## src/ctm_pkg.sv

```systemverilog
// Package for the compact timer module: register map, fields, modes
package ctm_pkg;

  localparam int unsigned ADDR_W = 3;

  localparam logic [2:0] CTRL0_OFFSET    = 3'h0;
  localparam logic [2:0] CTRL1_OFFSET    = 3'h1;
  localparam logic [2:0] CNT_LOW_OFFSET  = 3'h2;
  localparam logic [2:0] CNT_HIGH_OFFSET = 3'h3;
  localparam logic [2:0] CMPA_LOW_OFFSET = 3'h4;
  localparam logic [2:0] CMPA_HIGH_OFFSET= 3'h5;

  localparam logic [7:0] CTRL0_RESET = 8'h00;
  localparam logic [7:0] CTRL1_RESET = 8'h00;
  localparam logic [9:0] CNT_RESET   = 10'h000;
  localparam logic [9:0] CMPA_RESET  = 10'h000;
  localparam logic [9:0] CNT_MAX     = 10'h3FF;

  localparam int unsigned CTRL0_PAUSE_BIT  = 7;
  localparam int unsigned CTRL0_CLK_LSB    = 4;
  localparam int unsigned CTRL0_ENABLE_BIT = 3;
  localparam int unsigned CTRL0_PERIOD_LSB = 0;
  localparam int unsigned CTRL1_MODE_LSB   = 6;
  localparam int unsigned CTRL1_ACTION_LSB = 4;
  localparam int unsigned CTRL1_INIT_BIT   = 3;
  localparam int unsigned CTRL1_POL_BIT    = 2;
  localparam int unsigned CTRL1_SWAP_BIT   = 1;
  localparam int unsigned CTRL1_CLR_BIT    = 0;

  localparam logic [1:0] MODE_COMPARE = 2'h0;
  localparam logic [1:0] MODE_PWM     = 2'h2;
  localparam logic [1:0] MODE_TIMER   = 2'h3;

  localparam logic [1:0] ACT_NONE   = 2'h0;
  localparam logic [1:0] ACT_LOW    = 2'h1;
  localparam logic [1:0] ACT_HIGH   = 2'h2;
  localparam logic [1:0] ACT_TOGGLE = 2'h3;

  localparam logic [2:0] CLK_SYS_DIV4   = 3'h0;
  localparam logic [2:0] CLK_SYS        = 3'h1;
  localparam logic [2:0] CLK_HIGH_DIV16 = 3'h2;
  localparam logic [2:0] CLK_HIGH_DIV64 = 3'h3;
  localparam logic [2:0] CLK_SUB_A      = 3'h4;
  localparam logic [2:0] CLK_SUB_B      = 3'h5;
  localparam logic [2:0] CLK_EXT_RISE   = 3'h6;
  localparam logic [2:0] CLK_EXT_FALL   = 3'h7;

  localparam logic [5:0] DIV_SYS4   = 6'h03;
  localparam logic [5:0] DIV_HIGH16 = 6'h0F;
  localparam logic [5:0] DIV_HIGH64 = 6'h3F;

  typedef struct packed {
    logic [ADDR_W-1:0] addr;
    logic [7:0]        wdata;
    logic              wr;
    logic              rd;
  } ctm_bus_req_type;

  typedef struct packed {
    logic timer_output_pin;
    logic timer_output_inverted_pin;
    logic period_match_irq;
    logic compare_a_match_irq;
  } ctm_out_type;

endpackage : ctm_pkg

```

## src/ctm_timer.sv

```systemverilog
// Compact 10-bit timer: counter, two comparators, output logic, byte registers
`timescale 1ns/1ps
`default_nettype none
module ctm_timer (
  input  wire logic                    ref_clk,
  input  wire logic                    rst,
  input  wire ctm_pkg::ctm_bus_req_type bus_req,
  output logic [7:0]                   rdata,
  input  wire logic                    high_clk,
  input  wire logic                    sub_clk,
  input  wire logic                    external_clock_pin,
  output ctm_pkg::ctm_out_type         pins
);
  import ctm_pkg::*;

  typedef struct packed {
    logic [7:0] ctrl0;
    logic [7:0] ctrl1;
    logic [9:0] count;
    logic [9:0] cmpa;
    logic [7:0] low_buf;
    logic [7:0] rdata;
    logic [5:0] sys_div;
    logic [5:0] high_div;
    logic [2:0] high_sync;
    logic [2:0] sub_sync;
    logic [2:0] ext_sync;
    logic       out_level;
    logic       period_irq;
    logic       cmpa_irq;
  } ctm_state_type;

  ctm_state_type s_q;
  ctm_state_type s_d;

  // Edge of a synchronised level: sample 1 and 2 only, never stage 0
  function automatic logic rise_of(input logic [2:0] sync);
    rise_of = sync[1] & ~sync[2];
  endfunction : rise_of

  function automatic logic fall_of(input logic [2:0] sync);
    fall_of = ~sync[1] & sync[2];
  endfunction : fall_of

  logic       enable;
  logic       pause;
  logic [2:0] clk_sel;
  logic [2:0] period_bits;
  logic [1:0] mode;
  logic [1:0] action;
  logic       init_level;
  logic       polarity;
  logic       swap;
  logic       clear_sel;
  logic       tick;
  logic       high_tick;
  logic [2:0] period_top;
  logic       period_match;
  logic       cmpa_match;
  logic       overflow;
  logic       clear_match;
  logic       pwm_active;
  logic       raw_out;
  logic       enable_rise;
  logic [7:0] new_ctrl0;

  always_comb begin
    enable      = s_q.ctrl0[CTRL0_ENABLE_BIT];
    pause       = s_q.ctrl0[CTRL0_PAUSE_BIT];
    clk_sel     = s_q.ctrl0[CTRL0_CLK_LSB +: 3];
    period_bits = s_q.ctrl0[CTRL0_PERIOD_LSB +: 3];
    mode        = s_q.ctrl1[CTRL1_MODE_LSB +: 2];
    action      = s_q.ctrl1[CTRL1_ACTION_LSB +: 2];
    init_level  = s_q.ctrl1[CTRL1_INIT_BIT];
    polarity    = s_q.ctrl1[CTRL1_POL_BIT];
    swap        = s_q.ctrl1[CTRL1_SWAP_BIT];
    clear_sel   = s_q.ctrl1[CTRL1_CLR_BIT];
  end

  // Tick source select
  always_comb begin
    high_tick = rise_of(s_q.high_sync);
    unique case (clk_sel)
      CLK_SYS_DIV4:   tick = (s_q.sys_div[1:0] == DIV_SYS4[1:0]);
      CLK_SYS:        tick = 1'b1;
      CLK_HIGH_DIV16: tick = high_tick && (s_q.high_div[3:0] == DIV_HIGH16[3:0]);
      CLK_HIGH_DIV64: tick = high_tick && (s_q.high_div == DIV_HIGH64);
      CLK_SUB_A,
      CLK_SUB_B:      tick = rise_of(s_q.sub_sync);
      CLK_EXT_RISE:   tick = rise_of(s_q.ext_sync);
      CLK_EXT_FALL:   tick = fall_of(s_q.ext_sync);
    endcase
  end

  // Comparators
  always_comb begin
    period_top   = period_bits - 3'h1;
    // Match on the last count of a period: N gives N*128 ticks, zero wraps at 1023
    period_match = (s_q.count[6:0] == 7'h7F) && (s_q.count[9:7] == period_top);
    cmpa_match   = (s_q.count == s_q.cmpa);
    overflow     = (s_q.count == CNT_MAX);
    // Period zero lets the counter run to full range
    clear_match  = clear_sel ? cmpa_match : (period_match || overflow);
  end

  // PWM: duty comparator decides active phase; period one clears counter when clear_sel is 0, compare A when it is 1
  always_comb begin
    logic [9:0] duty;
    duty = swap ? {period_bits, 7'h00} : s_q.cmpa;
    pwm_active = (s_q.count < duty);
    unique case (action)
      ACT_NONE:   raw_out = ~init_level;
      ACT_LOW:    raw_out = init_level;
      ACT_HIGH:   raw_out = pwm_active ? init_level : ~init_level;
      ACT_TOGGLE: raw_out = ~init_level;
    endcase
  end

  always_comb begin
    logic       run_tick;
    s_d       = s_q;
    new_ctrl0 = s_q.ctrl0;
    run_tick  = 1'b0;

    s_d.high_sync = {s_q.high_sync[1:0], high_clk};
    s_d.sub_sync  = {s_q.sub_sync[1:0], sub_clk};
    s_d.ext_sync  = {s_q.ext_sync[1:0], external_clock_pin};
    s_d.sys_div   = s_q.sys_div + 6'h01;
    if (high_tick) begin
      s_d.high_div = s_q.high_div + 6'h01;
    end

    // Register writes
    if (bus_req.wr) begin
      unique case (bus_req.addr)
        CTRL0_OFFSET:     new_ctrl0 = bus_req.wdata;
        CTRL1_OFFSET:     s_d.ctrl1 = bus_req.wdata;
        CMPA_LOW_OFFSET:  s_d.low_buf = bus_req.wdata;
        CMPA_HIGH_OFFSET: s_d.cmpa = {bus_req.wdata[1:0], s_q.low_buf};
        default: ;
      endcase
    end
    s_d.ctrl0   = new_ctrl0;
    enable_rise = new_ctrl0[CTRL0_ENABLE_BIT] && !enable;

    // Register reads, data one cycle later
    s_d.rdata = 8'h00;
    if (bus_req.rd) begin
      unique case (bus_req.addr)
        CTRL0_OFFSET:     s_d.rdata = s_q.ctrl0;
        CTRL1_OFFSET:     s_d.rdata = s_q.ctrl1;
        CNT_LOW_OFFSET,
        CMPA_LOW_OFFSET:  s_d.rdata = s_q.low_buf;
        CNT_HIGH_OFFSET: begin
          s_d.rdata   = {6'h00, s_q.count[9:8]};
          s_d.low_buf = s_q.count[7:0];
        end
        CMPA_HIGH_OFFSET: begin
          s_d.rdata   = {6'h00, s_q.cmpa[9:8]};
          s_d.low_buf = s_q.cmpa[7:0];
        end
        default:          s_d.rdata = 8'h00;
      endcase
    end

    // Interrupt pulses, one per comparator
    s_d.period_irq = 1'b0;
    s_d.cmpa_irq   = 1'b0;
    run_tick = enable && !pause && tick;

    if (enable_rise) begin
      s_d.count = CNT_RESET;
      if (mode == MODE_COMPARE) begin
        s_d.out_level = init_level;
      end
    end else if (run_tick) begin
      s_d.period_irq = period_match;
      s_d.cmpa_irq   = cmpa_match;
      if (clear_match) begin
        s_d.count = CNT_RESET;
      end else begin
        s_d.count = s_q.count + 10'h001;
      end
      if (mode == MODE_COMPARE && cmpa_match) begin
        unique case (action)
          ACT_NONE:   s_d.out_level = s_q.out_level;
          ACT_LOW:    s_d.out_level = 1'b0;
          ACT_HIGH:   s_d.out_level = 1'b1;
          ACT_TOGGLE: s_d.out_level = ~s_q.out_level;
        endcase
      end
    end
  end

  always_ff @(posedge ref_clk) begin
    if (rst) begin
      s_q        <= '0;
      s_q.ctrl0  <= CTRL0_RESET;
      s_q.ctrl1  <= CTRL1_RESET;
      s_q.count  <= CNT_RESET;
      s_q.cmpa   <= CMPA_RESET;
    end else begin
      s_q <= s_d;
    end
  end

  // Output pins; timer mode leaves the pin at zero, undefined mode too
  always_comb begin
    logic lvl;
    lvl = 1'b0;
    unique case (mode)
      MODE_COMPARE: lvl = s_q.out_level ^ polarity;
      MODE_PWM:     lvl = raw_out ^ polarity;
      default:      lvl = 1'b0;
    endcase
    pins.timer_output_pin          = lvl;
    pins.timer_output_inverted_pin = ~lvl;
    pins.period_match_irq          = s_q.period_irq;
    pins.compare_a_match_irq       = s_q.cmpa_irq;
    rdata                          = s_q.rdata;
  end

endmodule : ctm_timer
`default_nettype wire

```

## config.mk

```make
export PLATFORM = sky130hd
export DESIGN_NAME = ctm_timer
export DESIGN_NICKNAME = d
export VERILOG_FILES = /design/src/ctm_pkg.sv /design/src/ctm_timer.sv
export SDC_FILE = /design/constraint.sdc
export NUM_CORES = 1
export LEC_CHECK = 0
export BUFFER_PORTS_ARGS = -buffer_cell sky130_fd_sc_hd__buf_4
export CORE_UTILIZATION = 54
export CTS_CLUSTER_SIZE = 24
export DETAILED_ROUTE_END_ITERATION = 8
export PLACE_DENSITY = 0.88
export SLEW_MARGIN = 10
export SYNTH_ARGS = -nofsm -noshare
export SYNTH_HDL_FRONTEND = slang
export SYNTH_SLANG_ARGS = --single-unit
```

## constraint.sdc

```tcl
create_clock -name ref_clk -period 2.1 [get_ports ref_clk]
set_input_delay 0 -clock ref_clk [delete_from_list [all_inputs] [get_ports ref_clk]]
set_output_delay 0 -clock ref_clk [all_outputs]
set_load 0.02 [all_outputs]
```

==> metrics <==
Rel. slew slack 50.2%; clk root buf clkbuf_8; Inst Count DP 545; Tmin final 2.78 ns; Crit path arrival time 2.78 ns; status complete, but fails checks; largest cells by area after synthesis dfxtp_1, mux2i_1, nor2_1; Least-Margin Pin Slew 0.744 ns; share of cells above drive strength 1 23.0%; FF+latch count, synth 72; worst-skew pair later-pin latency 0.36 ns; clk sinks 72; post-DP HPWL 6650 um; failing checks negative setup slack; Final #Nets 529; asr flop ratio synth 0%; critical path type reg2out; clk_skew 0.0107 ns; synth-to-layout area growth 23.6%; Num CTS Buffers 9; post-route ant nets 0; worst r2r dst s_q[58]$_SDFFE_PP0P_; # DRC 0; Syn Area/Cell 8.42 um^2; Bufs on Longest Clock Path 2; HP Start bus_req[11]; Cell Area, Synth 0.00369 mm^2; number of flops mapped to enable cells by yosys 0; critical-path cell list buf_6 > buf_4 > nand2b_1 > ha_1 > nand4_1 > o2111a_1 > nor4_4 > mux2_4 > buf_6; Syn Inst Count 438; first-pass GRT wire length 15400 um; Maximum Capacitance Violations 0; largest net degree at the start of global routing 48; Max Freq 360 MHz; post-synth cell types 49; RD Place Congestion 0.942; worst hold endpoint rdata[1]$_SDFF_PP0_; via count 3406; Seq/Total Area, Yosys 39.1%; Die Wd 84.6 um; Worst EP required 2.10 ns; most instantiated cells after synthesis dfxtp_1, nor2_1, nand2_1; initial antenna violation count 0; detailed-route vias per instance 5.91; final period utilization 132%; Die Area 0.00716 mm^2; setup ws final -0.676 ns; pre-CTS WS -0.363 ns; P_leak 1.73 nW; # diodes 0; PortBufs 29; Max Slew Vio Count 0; worst flop-to-flop path startpoint s_q[12]$_SDFFE_PP0P_; Synth area leader dfxtp_1; slowest CP cell nor4_4; CP startpoint kind flip-flop; Iter 0 DRT Violations 328; row count 29; Core Area 0.00646 mm^2; Worst VDD drop 0.393 mV; Fin. Hold Viols 0; ys flop type dfxtp_1; vias in the first global route 3271; CP most frequent cell buf_6; WHS Path Cells 4; CTS tree yes; routed len/inst 16.8 um; GR Overflow Total 0; Die Y 84.6 um; top-count cell post-synth dfxtp_1; unrepaired setup endpoints after global routing yes; R2R depth 9; CTS H-tree depth 3; crit path capture type output port; Worst path max stage delay 0.42 ns; Total Routing Usage GR 28.1%; Hold WS 0.0389 ns; Syn Nets 473; PwrDens 579 mW/mm^2; share of the synthesized area in the top cell type 39.1%; setup violators final 2; drt pass-1 iters 7; I/O pins 30; yosys warns 0; CP max FO 6; initial core utilization 57.1%; overall routed net length 9710 um; non-filler instance count after layout 576; reg2reg setup slack 0.04 ns; final core utilization 70.5%; Hold Path Class in2reg; clock-pin slew on the worst setup and hold paths 0.08 ns
-- worst max path at each step --
stage                    to                 start  slack (ns)
floorplan           pins[2]  s_q[61]$_SDFFE_PP0P_        0.01
global placement    pins[3]  s_q[61]$_SDFFE_PP0P_       -0.28
detailed placement  pins[3]  s_q[61]$_SDFFE_PP0P_       -0.36
CTS                 pins[3]  s_q[61]$_SDFFE_PP0P_       -0.62
global route        pins[3]  s_q[61]$_SDFFE_PP0P_       -0.76
finish              pins[3]  s_q[61]$_SDFFE_PP0P_       -0.68
-- power by group --
group          total [mW]  internal [mW]  switching [mW]
Sequential           1.41           1.39          0.0190
Combinational       0.230          0.105           0.125
Clock                1.00          0.462           0.540
Total                2.64           1.95           0.684
-- flip-flops by register name (all words and copies together) (netlist names) --
name and count:
clear_sel 1, s_d 6, period_bits 3, polarity 1
s_q 41, pause 1, rdata 8, enable 1
mode 2, init_level 1, clk_sel 3, pins 2
action 2
-- layout make-up --
class / count / area (um^2)
multi-input combinational: 323 / 2170
fill: 467 / 1900
sequential: 72 / 1450
timing repair buffer: 77 / 621
clock buffer: 10 / 138
tap: 77 / 96.3
clock inverter: 6 / 45.0
inverter: 11 / 41.3
-- repair_timing --
action / in CTS / in global routing
hold buffers: 11 / 0
pin swaps: 12 / 4
endpoints found under the hold margin: 29 / 0
setup endpoints to repair: 3 / 12
gates resized for setup: 13 / 9
buffers inserted: 4 / 0
-- layout by cell type, fill, tap and decap left out, types with 2 or more instances in the layout --
cell type,n
nand2b_1,6
nand2b_4,2
xnor2_1,13
a21oi_1,33
nand4_1,4
nor3_1,8
dfxtp_1,70
clkinv_4,2
mux2_4,2
nor4b_2,2
nor4_4,2
clkinvlp_4,3
a311oi_1,2
or3_1,2
nor2_2,3
nor2b_1,16
or2_2,3
ha_1,14
inv_1,11
nor4_1,3
mux2i_1,23
nand3_1,4
a22oi_1,14
nor3_2,3
xor2_1,12
clkbuf_8,10
buf_6,4
buf_4,62
o21ai_0,3
ha_4,2
o22ai_1,8
nor2_1,56
nand2_1,57
a21boi_0,2
a211oi_2,2
dlygate4sd3_1,11
nand3b_1,3
-- worst max-delay path: cells and delay by family (launching register included) --
family | cells | cell delay [ns]
simple gates | 3 | 0.71
mux | 1 | 0.35
flops | 1 | 0.38
compound gates | 1 | 0.30
fa+ha+maj | 1 | 0.29
buf+inv | 3 | 0.39
-- logic make-up (layout without fill, tap and decap cells) --
kind of cell	after synthesis	in the layout	synth area share, %
muxes	26	26	7.23
adders and majority gates	17	17	5.77
buffers and inverters	43	104	5.94
AOI/OAI and AO/OA	74	74	12.7
DFF	72	72	39.1
and+or+nand+nor	180	180	23.1
xor gates and xnor gates	26	26	6.18
-- per-stage QoR --
stage	total power, mW	instance area (um^2)	TNS (ns)
final	2.64	4550	-1.30
after global routing	2.73	4550	-1.51
after CTS	2.64	4510	-1.18
after detailed placement	1.63	4130	-0.646
after global placement	1.63	4130	-0.469
after floorplan	1.56	3760	0
-- per-layer routing --
metal	global-route usage (%)	routed length, um	share of wire [%]	vias up
met5	0	0	0	-
met4	17.4	520	5.4	0
met3	8.36	726	7.5	47
met2	46.6	4660	48	196
met1	31.8	3800	39	1565
li1	-	-	-	1598
Note: power is estimated with default switching activity, not from simulation.
